`src/common/spidp_pkg.sv`:
```
// Shared constants for the serial datagram port, both ends
// Function
// - Device acts only while chip select low
// - Device samples data input on rising clock
// - Device updates data output after falling clock
// - Datagrams travel most significant bit first
// - Master gives at least forty clocks
// - Extra bits reappear forty clocks later
// - Chip select stays low whole transaction
// - Chip select rise executes shifted command
// - Only last forty bits form command
// - Bus clock at most half system clock
// - Extra ten percent margin on oscillator
// - Mode three: clock idles high
// - Registers clear to zero at reset; the clock and chip select flops reset to one
// - Write adds offset to seven-bit address
// - Top address bit selects write
// - Reply carries previously read register
// - Reply after write echoes write data
// - Status byte captured, returned in top bits
package spidp_pkg;
    localparam int DGRAM_W           = 40;
    localparam int DATA_W            = 32;
    localparam int ADDR_W            = 7;
    localparam int STAT_W            = 8;
    localparam int WRITE_BIT         = 39;
    localparam int ADDR_HI           = 38;
    localparam int STAT_RSVD_BIT     = 7;
    localparam int CNT_W             = 6;
    localparam logic [7:0] WRITE_OFFSET = 8'h80;
    localparam logic [7:0] READ_OFFSET  = 8'h00;
    // Device sees an edge three cycles late, host reads data out two late
    localparam int DEV_EDGE_LAT_CYC  = 3;
    localparam int HOST_SYNC_CYC     = 2;
    localparam int OSC_MARGIN_PCT    = 10;
    localparam int HALF_BASE_CYC     = DEV_EDGE_LAT_CYC + HOST_SYNC_CYC + 1;
    localparam int LINK_HALF_MIN_CYC =
        (HALF_BASE_CYC * (100 + OSC_MARGIN_PCT) + 99) / 100;
    localparam int LINK_HALF_CYC     = 8;
    localparam int LINK_GAP_CYC      = 8;
    localparam int LINK_GAP_MIN_CYC  = 5;
    localparam int TMR_W             = 16;
endpackage

```
`src/common/spidp_if.sv`:
```
// Serial link between host master and device slave
`timescale 1ns/100ps
interface spidp_if;
    logic sck;
    logic sdi;
    logic sdo;
    logic chip_select_low_n;

    modport dev (
        input  sck,
        input  sdi,
        input  chip_select_low_n,
        output sdo
    );

    modport host (
        output sck,
        output sdi,
        output chip_select_low_n,
        input  sdo
    );
endinterface

```
`src/design/spidp_dev.sv`:
```
// Device end: serial slave shifting datagrams and issuing commands
`timescale 1ns/100ps
module spidp_dev
    import spidp_pkg::*;
(
    // System
    input  wire logic                CLK_SYS,
    input  wire logic                RST,
    // Serial link
    spidp_if.dev                     LINK,
    // Register side
    output logic                     REG_WR,
    output logic                     REG_RD,
    output logic [ADDR_W-1:0]        REG_ADDR,
    output logic [DATA_W-1:0]        REG_WDATA,
    input  wire logic [DATA_W-1:0]   REG_RDATA,
    input  wire logic [STAT_W-1:0]   STATUS,
    // Frame state
    output logic                     BUSY,
    output logic                     SHORT_FRAME
);

    typedef enum logic [1:0] {
        ST_IDLE  = 2'b00,
        ST_SHIFT = 2'b01,
        ST_CAPT  = 2'b10
    } spidp_dst_t;

    // Synchronisers
    logic                sck_m_q;
    logic                sck_s_q;
    logic                sck_p_q;
    logic                sdi_m_q;
    logic                sdi_s_q;
    logic                cs_m_q;
    logic                cs_s_q;
    logic                sck_rise;
    logic                sck_fall;

    // Frame state
    spidp_dst_t          state_q;
    spidp_dst_t          state_d;
    logic [DGRAM_W-1:0]  sh_q;
    logic [DGRAM_W-1:0]  sh_d;
    logic [CNT_W-1:0]    cnt_q;
    logic [CNT_W-1:0]    cnt_d;
    logic                sdo_q;
    logic                sdo_d;
    logic                wr_q;
    logic                wr_d;
    logic                rd_q;
    logic                rd_d;
    logic [ADDR_W-1:0]   addr_q;
    logic [ADDR_W-1:0]   addr_d;
    logic [DATA_W-1:0]   wdata_q;
    logic [DATA_W-1:0]   wdata_d;
    logic [DATA_W-1:0]   reply_q;
    logic [DATA_W-1:0]   reply_d;
    logic [STAT_W-1:0]   stat_q;
    logic [STAT_W-1:0]   stat_d;
    logic                busy_q;
    logic                busy_d;
    logic                short_q;
    logic                short_d;

    // Two stages per pin, edges only from the second stage on
    always_ff @(posedge CLK_SYS) begin
        if (RST) begin
            sck_m_q <= 1'b1;
            sck_s_q <= 1'b1;
            sck_p_q <= 1'b1;
            sdi_m_q <= 1'b0;
            sdi_s_q <= 1'b0;
            cs_m_q  <= 1'b1;
            cs_s_q  <= 1'b1;
        end else begin
            sck_m_q <= LINK.sck;
            sck_s_q <= sck_m_q;
            sck_p_q <= sck_s_q;
            sdi_m_q <= LINK.sdi;
            sdi_s_q <= sdi_m_q;
            cs_m_q  <= LINK.chip_select_low_n;
            cs_s_q  <= cs_m_q;
        end
    end

    assign sck_rise = sck_s_q & ~sck_p_q;
    assign sck_fall = ~sck_s_q & sck_p_q;

    always_comb begin
        state_d = state_q;
        sh_d    = sh_q;
        cnt_d   = cnt_q;
        sdo_d   = sdo_q;
        wr_d    = 1'b0;
        rd_d    = 1'b0;
        addr_d  = addr_q;
        wdata_d = wdata_q;
        reply_d = reply_q;
        stat_d  = stat_q;
        busy_d  = busy_q;
        short_d = 1'b0;
        case (state_q)
            ST_IDLE: begin
                // Clock and data ignored while deselected
                if (!cs_s_q) begin
                    sh_d    = {stat_q, reply_q};
                    sdo_d   = stat_q[STAT_W-1];
                    cnt_d   = '0;
                    busy_d  = 1'b1;
                    state_d = ST_SHIFT;
                end
            end
            ST_SHIFT: begin
                if (cs_s_q) begin
                    busy_d = 1'b0;
                    if (cnt_q == CNT_W'(DGRAM_W)) begin
                        // Register holds the last forty bits
                        wr_d    = sh_q[WRITE_BIT];
                        rd_d    = ~sh_q[WRITE_BIT];
                        addr_d  = sh_q[ADDR_HI:DATA_W];
                        wdata_d = sh_q[DATA_W-1:0];
                        state_d = ST_CAPT;
                    end else begin
                        short_d = 1'b1;
                        state_d = ST_IDLE;
                    end
                end else if (sck_rise) begin
                    sh_d = {sh_q[DGRAM_W-2:0], sdi_s_q};
                    if (cnt_q != CNT_W'(DGRAM_W)) begin
                        cnt_d = cnt_q + CNT_W'(1);
                    end
                end else if (sck_fall) begin
                    // Oldest bit leaves forty clocks after entry
                    sdo_d = sh_q[DGRAM_W-1];
                end
            end
            ST_CAPT: begin
                if (rd_q) begin
                    reply_d = REG_RDATA;
                end else begin
                    reply_d = wdata_q;
                end
                stat_d                = STATUS;
                stat_d[STAT_RSVD_BIT] = 1'b0;
                state_d               = ST_IDLE;
            end
            default: begin
                state_d = ST_IDLE;
            end
        endcase
    end

    always_ff @(posedge CLK_SYS) begin
        if (RST) begin
            state_q <= ST_IDLE;
            sh_q    <= '0;
            cnt_q   <= '0;
            sdo_q   <= 1'b0;
            wr_q    <= 1'b0;
            rd_q    <= 1'b0;
            addr_q  <= '0;
            wdata_q <= '0;
            reply_q <= '0;
            stat_q  <= '0;
            busy_q  <= 1'b0;
            short_q <= 1'b0;
        end else begin
            state_q <= state_d;
            sh_q    <= sh_d;
            cnt_q   <= cnt_d;
            sdo_q   <= sdo_d;
            wr_q    <= wr_d;
            rd_q    <= rd_d;
            addr_q  <= addr_d;
            wdata_q <= wdata_d;
            reply_q <= reply_d;
            stat_q  <= stat_d;
            busy_q  <= busy_d;
            short_q <= short_d;
        end
    end

    assign LINK.sdo    = sdo_q;
    assign REG_WR      = wr_q;
    assign REG_RD      = rd_q;
    assign REG_ADDR    = addr_q;
    assign REG_WDATA   = wdata_q;
    assign BUSY        = busy_q;
    assign SHORT_FRAME = short_q;

endmodule

```
`src/flat_wrapper.sv`:
```
// flat-port wrapper written by rule: the top's interface ports become plain ports
module spidp_dev_flat import spidp_pkg::*;
  (CLK_SYS, RST, REG_WR, REG_RD, REG_ADDR, REG_WDATA, REG_RDATA, STATUS, BUSY, SHORT_FRAME, LINK_sck, LINK_sdi, LINK_chip_select_low_n, LINK_sdo);
  spidp_if LINK_i ();
  input  wire logic CLK_SYS;
  input  wire logic RST;
  output logic REG_WR;
  output logic REG_RD;
  output logic [ADDR_W-1:0] REG_ADDR;
  output logic [DATA_W-1:0] REG_WDATA;
  input  wire logic [DATA_W-1:0] REG_RDATA;
  input  wire logic [STAT_W-1:0] STATUS;
  output logic BUSY;
  output logic SHORT_FRAME;
  input wire logic [$bits(LINK_i.sck)-1:0] LINK_sck;
  input wire logic [$bits(LINK_i.sdi)-1:0] LINK_sdi;
  input wire logic [$bits(LINK_i.chip_select_low_n)-1:0] LINK_chip_select_low_n;
  output wire logic [$bits(LINK_i.sdo)-1:0] LINK_sdo;
  assign LINK_i.sck = LINK_sck;
  assign LINK_i.sdi = LINK_sdi;
  assign LINK_i.chip_select_low_n = LINK_chip_select_low_n;
  assign LINK_sdo = LINK_i.sdo;
  spidp_dev u_core (.CLK_SYS(CLK_SYS), .RST(RST), .LINK(LINK_i), .REG_WR(REG_WR), .REG_RD(REG_RD), .REG_ADDR(REG_ADDR), .REG_WDATA(REG_WDATA), .REG_RDATA(REG_RDATA), .STATUS(STATUS), .BUSY(BUSY), .SHORT_FRAME(SHORT_FRAME));
endmodule
```
`config.mk`:
```
export PLATFORM = sky130hd
export DESIGN_NAME = spidp_dev_flat
export DESIGN_NICKNAME = d
export VERILOG_FILES = /design/src/common/spidp_pkg.sv /design/src/common/spidp_if.sv /design/src/design/spidp_dev.sv /design/src/flat_wrapper.sv
export SDC_FILE = /design/constraint.sdc
export NUM_CORES = 1
export LEC_CHECK = 0
export ABC_AREA = 1
export BUFFER_PORTS_ARGS = -buffer_cell sky130_fd_sc_hd__buf_2
export CORE_UTILIZATION = 40
export DETAILED_ROUTE_END_ITERATION = 7
export PLACE_DENSITY_LB_ADDON = 0.3
export SLEW_MARGIN = 20
export SYNTH_ARGS = -nofsm -noshare
export SYNTH_HDL_FRONTEND = slang
export SYNTH_SLANG_ARGS = --single-unit
```
`constraint.sdc`:
```
create_clock -name CLK_SYS -period 1.6 [get_ports CLK_SYS]
set_input_delay 0.08 -clock CLK_SYS [delete_from_list [all_inputs] [get_ports CLK_SYS]]
set_output_delay 0.08 -clock CLK_SYS [all_outputs]
set_load 0.1 [all_outputs]
```
After elaboration in Yosys (flattened, before gate mapping)
Cells that the tools add are included.

Register bits after elaboration: 138. Word-level logic and storage cells: 72. Bits of input ports: 45.

Muxes and demuxes: 23. Equal/unequal tests: 11. Add/sub/neg operators: 1. Bitwise logic cells: 8. Reductions and logical operators: 10.

Operators with widths (count): 2-to-1 mux 40 bit (3); one-hot mux 40 bit (2 select lines) (1); 2-to-1 mux 32 bit (1); 2-to-1 mux 6 bit (4); one-hot mux 6 bit (2 select lines) (1); AND reduction 5 bit (2); != test 2 x 1 -> 1 bit, second input constant (4); 2-to-1 mux 1 bit (7); adder 6 x 1 -> 6 bit, second input constant (1); == test 6 bit, second input constant (1); 2-to-1 mux 2 bit (3); != test 2 bit, second input constant (3); != test 6 bit, second input constant (1); NOT 1 bit (6); AND reduction 3 bit (2); one-hot mux 1 bit (2 select lines) (2); one-hot mux 2 bit (2 select lines) (1); AND reduction 4 bit (1); OR reduction 4 bit (1); OR reduction 3 bit (1); AND 1 bit (2); == test 2 x 1 -> 1 bit, second input constant (1); == test 2 bit, second input constant (1); zero test 2 bit (1); other kinds (2) (2).

Logic depth before layout (Yosys ltp)
Gate-level depths: netlist (run 1).

Depth in word-level cells: 6. Gate-level depth with buffers: 9. Gate-level depth less buffers: 9.

Worst setup path after synthesis (run 1)
OpenSTA, ideal clock, no wires.

Kind: reg-to-reg. Start point: reg u_core.rd_q, in the netlist u_core.REG_RD. End point: reg u_core.reply_q[0]. Buffers on the path: 2. Data arrival time: 1.687 ns. Clock period less this slack: 1.808 ns. Library setup time: 0.121 ns. Stages on the path, launching flop included: 6. Required time: 1.479 ns. Setup slack: -0.208 ns. Path through: dfxtp_1 > clkbuf_1 > inv_1 > clkbuf_1 > a21oi_1 > a21oi_1.

Cells in the longest elaborated chain, start to end: 1.

Ends and longest elaborated chain: start, declared (line spidp_dev.sv:51) `logic rd_q;`; start signal, assigned (line spidp_dev.sv:174) `rd_q <= rd_d;`; 2-to-1 mux 32 bit (line spidp_dev.sv:139) `if (rd_q) begin`; end signal, assigned (line spidp_dev.sv:177) `reply_q <= reply_d;`; end, declared (line spidp_dev.sv:57) `logic [DATA_W-1:0] reply_q;`.

No other way between the ends. A chain may end at the register's enable or synchronous reset.

Final worst setup path (run 1)
Start point: reg u_core.rd_q, in the netlist u_core.REG_RD. End point: out REG_RD.

RTL lines: end, declared (line flat_wrapper.sv:8) `output logic REG_RD;`.

No word-level cell between the ends.

==> results.md, run 1 <==
- Outcome: complete, no violations
- H-tree depth: 4
- Dominant cells by area after synthesis: dfxtp_1 (50%), a21oi_1 (9.8%), nand2_1 (8.7%)
- Routed WL: ~14000 um
- Min Tclk post-route: 1490 ps
- Synth Area in Simple Gates: 19.5%
- Syn Area/Cell: between 7 and 8 um^2
- Grt ovf: 0
- Multiplexer share of the synthesized area: 0%
- Delay-heaviest family, CP: buffers and inverters
- Buf/Inv on CP: 2
- Most frequent cells after synthesis: dfxtp_1 (138), nand2_1 (129), a21oi_1 (109)
- Ant diodes: 0
- Clock sinks: ~140
- Peak supply drop: ~730 uV
- Initial antenna violation count: 0
- CP max stage cell: dfxtp_2
- Nets@finish: 872
- Tcrit/Tclk final: 93.2%
- Cell taking the most area after synthesis: dfxtp_1
- Fin. max-slew vios: 0
- Worst path cell trace: buf_4 -> buf_12
- Post-synth cell types: 26
- Die outline area: around 0.014 mm^2
- Setup Viol. Count Final: 0
- Fill cell count: roughly 1200
- Core ar.: 0.0134 mm^2
- Area Growth Syn to Fin: 30.5%
- Largest net degree at the start of global routing: 123
- Worst Tran Pin Value: about 770 ps
- DIE WIDTH: roughly 120 um
- Gpl congestion: 0.722
- Postcts setup bufs: 0
- Setup TNS: 0 ps
- EDFF count, synth: 0
- Synth Area in Compound Gates: about a quarter
- Clk buf depth: 2
- Lkg Pwr: 0.00318 uW
- Fraction of the mapped netlist area in adder cells: 0.449%
- CTS root buffer: clkbuf_16
- Starting Density: between 40% and 50%
- Critical Path End Type: output port
- YS warnings: 0
- DR WL/cell: 13.8 um
- Post-Synth XOR/XNOR Area: 0.157%
- Dpl ws: 137 ps
- Tot GR Track Use: 20.4%
- DR vias: between 5000 and 6000
- Critical Path Max Stage Delay: 430 ps
- Worst setup SP type: flip-flop
- Fmax: 671 MHz
- Critical Path RT: 1520 ps
- Drt drc: 0
- Hold/Removal Path Class: in -> reg
- Core Rows: between 40 and 50
- CTS buffer count: 17
- Synthesized area: 0.00558 mm^2
- Ys flop type: dfxtp_1
- Seq/Total Area, Yosys: 49.6%
- Largest family of logic cells by synthesized area: compound AO/OA/AOI/OAI gates
- # Max-Cap Violations: 0
- Vias in the first global route: 4855
- Pwr dens: 1110 mW/mm^2
- Drt pass-1 iters: 5
- Port bufs: slightly below 90
- Post-synth top area share: 49.6%
- Worst Skew: 7.68 ps
- Routed Antenna Nets: 0
- Vias per Instance: 5.15
- Critical Path AT: around 1400 ps
- Post-DP HPWL: 8480 um
- CTS tree: built
- Top-count cell post-synth: dfxtp_1
- First-pass GRT wire length: 23100 um
- Synthesis-stage register bit count: 138
- Crit path max fanout: 26
- Syn nets: roughly 760
- Fraction of layout cells with a size suffix above 1: between 10% and 20%
- # IOs: slightly below 90
- Clk slew on worst S/H paths: 60 ps
- Die H: 120 um
- Drt initial violations: 451
- FFs w/ async S/R, synth: 0%
- Max_slew headroom: between 40% and 50%
- Final hold violation count: 0
- Post-route setup slack: 110 ps
- Worst-skew pair later-pin latency: about 420 ps
- Syn Inst Count: 712
- CP Class: reg -> out
[where the power goes]
part | switching [uW] | total [uW] | internal, uW
logic | 212 | 421 | 209
clock network | 1450 | 4130 | 2680
registers | 45.9 | 3550 | 3510
total | 1700 | 8100 | 6400
[worst min-delay path, cell delays in order]
cell and delay [ps]:
dlygate4sd3_1 530, buf_2 90, or2_2 80
[layout make-up]
cell class | instances | area [um^2] | area share (%)
Clock buffer | 21 | 460 | 6.33
Inverter | 22 | 82.6 | 1.13
Multi-Input combinational cell | 494 | 2470 | 34.0
Clock inverter | 11 | 169 | 2.32
Sequential cell | 138 | 2760 | 38.0
Tap cell | 176 | 220 | 3.03
Timing Repair Buffer | 152 | 1110 | 15.2
[routing by layer]
layer	vias up	part of all wire (%)	track usage, %
li1	2651	-	-
met1	2434	47	25.7
met2	128	47	33.5
met3	9	4.6	4.66
met4	0	1.2	8.20
met5	-	0	0
[final timing paths]
check | depth (start not counted) | to | start | slack (ps)
max | 2 | REG_RD | u_core.REG_RD | 110
min | 3 | u_core.cs_m_q | LINK_chip_select_low_n | 400
max reg2reg | 8 | u_core.REG_WDATA[20] | u_core.cnt_q[1] | 140
min reg2reg | 1 | u_core.sck_s_q | u_core.sck_m_q | 410
[state kept, by name (all words and copies together) (netlist names)]
register	flops
u_core.BUSY	1
u_core.LINK.sdo	1
u_core.REG_ADDR	7
u_core.REG_RD	1
u_core.REG_WDATA	32
u_core.REG_WR	1
u_core.SHORT_FRAME	1
u_core.cnt_q	6
u_core.cs_m_q	1
u_core.cs_s_q	1
u_core.reply_q	32
u_core.sck_m_q	1
u_core.sck_p_q	1
u_core.sck_s_q	1
u_core.sdi_m_q	1
u_core.sdi_s_q	1
u_core.sh_q	40
u_core.stat_q	7
u_core.state_q	2
[metrics by stage]
stage               total power [uW]  cell area (um^2)  std cells  util [%]  hold WS (ps)
detailed placement              3960              6200        938      46.2           268
finish                          8100              7280       1014      54.3           396
floorplan                       3840              5580        712         -           184
global route                    8390              7280       1014      54.3           388
global placement                3950              6200        938      46.2           264
CTS                             8160              7270       1014      54.2           362
[cells in the final DEF (no fill, tap or decap), drive strengths merged]
cell / netlist / routed
o21ai: 82 / 82
nand3: 46 / 46
nor2: 75 / 75
nand2: 130 / 130
or2: 4 / 4
nor3: 2 / 2
clkbuf: 33 / 21
nand3b: 1 / 1
xnor2: 1 / 1
inv: 21 / 21
a21oi: 109 / 109
dfxtp: 138 / 138
buf: 25 / 108
nor3b: 1 / 1
bufinv: 0 / 4
clkinv: 1 / 4
nand4: 2 / 2
clkinvlp: 0 / 4
dlygate4sd3: 0 / 44
ha: 2 / 2
o211a: 39 / 39
[logic make-up after synthesis]
logic type	Yosys count
AO/OA/AOI/OAI	230
flip-flops	138
AND/OR/NAND/NOR	261
buffers and inverters	80
XOR/XNOR	1
adder cells (fa/ha/maj)	2
[timing repair]
| item | 4_1_cts | 5_1_grt |
|---|---|---|
| setup endpoints to repair | 0 | 14 |
| gates resized for setup | 0 | 10 |
| hold buffers | 44 | 0 |
| hold endpoints to repair | 44 | 0 |
Power figures use the tool's default switching activity.
==> inputs of run 2 (changes only) <==
Settings changed: SETUP_SLACK_MARGIN from default to 0.5.
==> results.md, run 2 (synthesis gave the netlist of run 1 again) <==
- Outcome: complete, no violations
- # IOs: 89
- Tcrit/Tclk final: ~100%
- DIE WIDTH: 120 um
- Lkg Pwr: 0.00390 uW
- Ant diodes: 0
- Pwr dens: roughly 790 mW/mm^2
- Critical Path Max Stage Delay: 360 ps
- Core ar.: 0.0134 mm^2
- Final hold violation count: 0
- Critical Path End Type: flip-flop
- Largest net degree at the start of global routing: 71
- Worst setup SP type: flip-flop
- Routed Antenna Nets: 0
- Total power: around 7600 uW
- Setup Viol. Count Final: 0
- Area Growth Syn to Fin: 73.7%
- Fmax: between 600 and 700 MHz
- Max_slew headroom: 70.9%
- Setup TNS: 0 ps
- Initial antenna violation count: 0
- Clk buf depth: 2
- Most frequent cells in the layout: nand2_1 (102), dfxtp_1 (95), a21oi_1 (61)
- Vias in the first global route: 5565
- Largest register FFs: 40
- Drt initial violations: 603
- CP Class: reg -> reg
- H-tree depth: 4
- Die outline area: 0.0144 mm^2
- Clk slew on worst S/H paths: 60 ps
- Min Tclk post-route: 1590 ps
- Critical Path AT: 1900 ps
- Die H: 120 um
- # Max-Cap Violations: 0
- Drt drc: 0
- Biggest register: u_core.sh_q
- Worst Skew: 17.4 ps
- Grt ovf: 0
- DR WL/cell: between 15 and 20 um
- Worst path cell trace: inv_4 -> nor2_4 -> inv_4 -> nor2_4 -> nand2_4 -> clkbuf_16 -> o21ai_1 -> nor2_1
- Fin. max-slew vios: 0
- Starting Density: 41.6%
- Worst-skew pair later-pin latency: roughly 430 ps
- Routed WL: 21300 um
- Vias per Instance: 5.69
- Hold/Removal Path Class: in -> reg
- CTS root buffer: clkbuf_16
- RSZ-0062 raised after global routing: true
- Clock sinks: roughly 140
- Tot GR Track Use: between 20 and 25%
- Worst Tran Pin Value: 437 ps
- Drt pass-1 iters: 7
- CTS buffer count: 17
- Critical Path RT: approximately 1900 ps
- DR vias: about 6100
- Post-DP HPWL: 9030 um
- CP max stage cell: dfxtp_2
- CTS tree: built
- Nets@finish: a little over 900
- Crit path max fanout: 6
- Gpl congestion: 0.761
- Peak supply drop: 659 uV
- Most common cell after layout, fill and taps aside: nand2_1
- Fraction of layout cells with a size suffix above 1: 46.4%
- Core Rows: 42
- Port bufs: 87
- First-pass GRT wire length: 27700 um
-- run 2: cell type report --
| class | instances | area [um^2] |
|---|---|---|
| Sequential cell | 138 | 2840 |
| Fill cell | 853 | 3720 |
| Clock buffer | 26 | 469 |
| Tap cell | 176 | 220 |
| Timing Repair Buffer | 210 | 2710 |
| Inverter | 22 | 108 |
| Clock inverter | 4 | 22.5 |
| Multi-Input combinational cell | 496 | 3320 |
-- run 2: path summary, 6_finish.rpt --
path	start	end	slack (ps)	cells after the start
worst max-delay path	u_core.state_q[0]	u_core.REG_WDATA[14]	7	8
worst min-delay path	RST	u_core.state_q[1]	70	3
worst min register to register	u_core.sdi_m_q	u_core.sdi_s_q	400	2
worst max register to register	u_core.state_q[0]	u_core.REG_WDATA[14]	7	8
-- run 2: routing by layer --
| metal | wire, um | up-vias | part of all wire [%] | GRT usage, % |
|---|---|---|---|---|
| met5 | 0 | - | 0 | 0 |
| met4 | 803 | 0 | 3.8 | 11.6 |
| met3 | 1400 | 71 | 6.5 | 5.80 |
| met2 | 10900 | 308 | 51 | 43.4 |
| met1 | 8240 | 2942 | 39 | 28.7 |
| li1 | - | 2781 | - | - |
-- run 2: what timing repair did --
item	CTS	global route
pin swaps	14	20
setup buffers	20	14
gates resized for setup	237	149
hold endpoints to repair	42	0
cloned	11	14
setup endpoints to repair	173	159
hold buffers	42	0
-- run 2: power breakdown --
group | switching (uW) | total, uW | internal [uW]
Combinational | 327 | 657 | 330
Clock | 1410 | 3400 | 1990
Sequential | 61.2 | 3560 | 3490
-- run 2: worst max-delay path, delay by kind of cell, from the launching register on --
family                 cells  cell delay [ps]
AO/OA/AOI/OAI              1              230
buffers and inverters      3              320
flip-flops                 1              360
AND/OR/NAND/NOR            4              570
-- run 2: metrics by stage --
step	std cells	setup WS, ps	util, %	hold WS, ps	instance area (um^2)
after floorplan	712	319	-	184	6130
after global placement	941	171	48.9	270	6550
after detailed placement	941	153	48.9	275	6550
after CTS	1044	245	65.1	42.4	8720
after global routing	1072	-12.4	72.3	71.2	9680
final	1072	6.70	72.3	66.3	9680
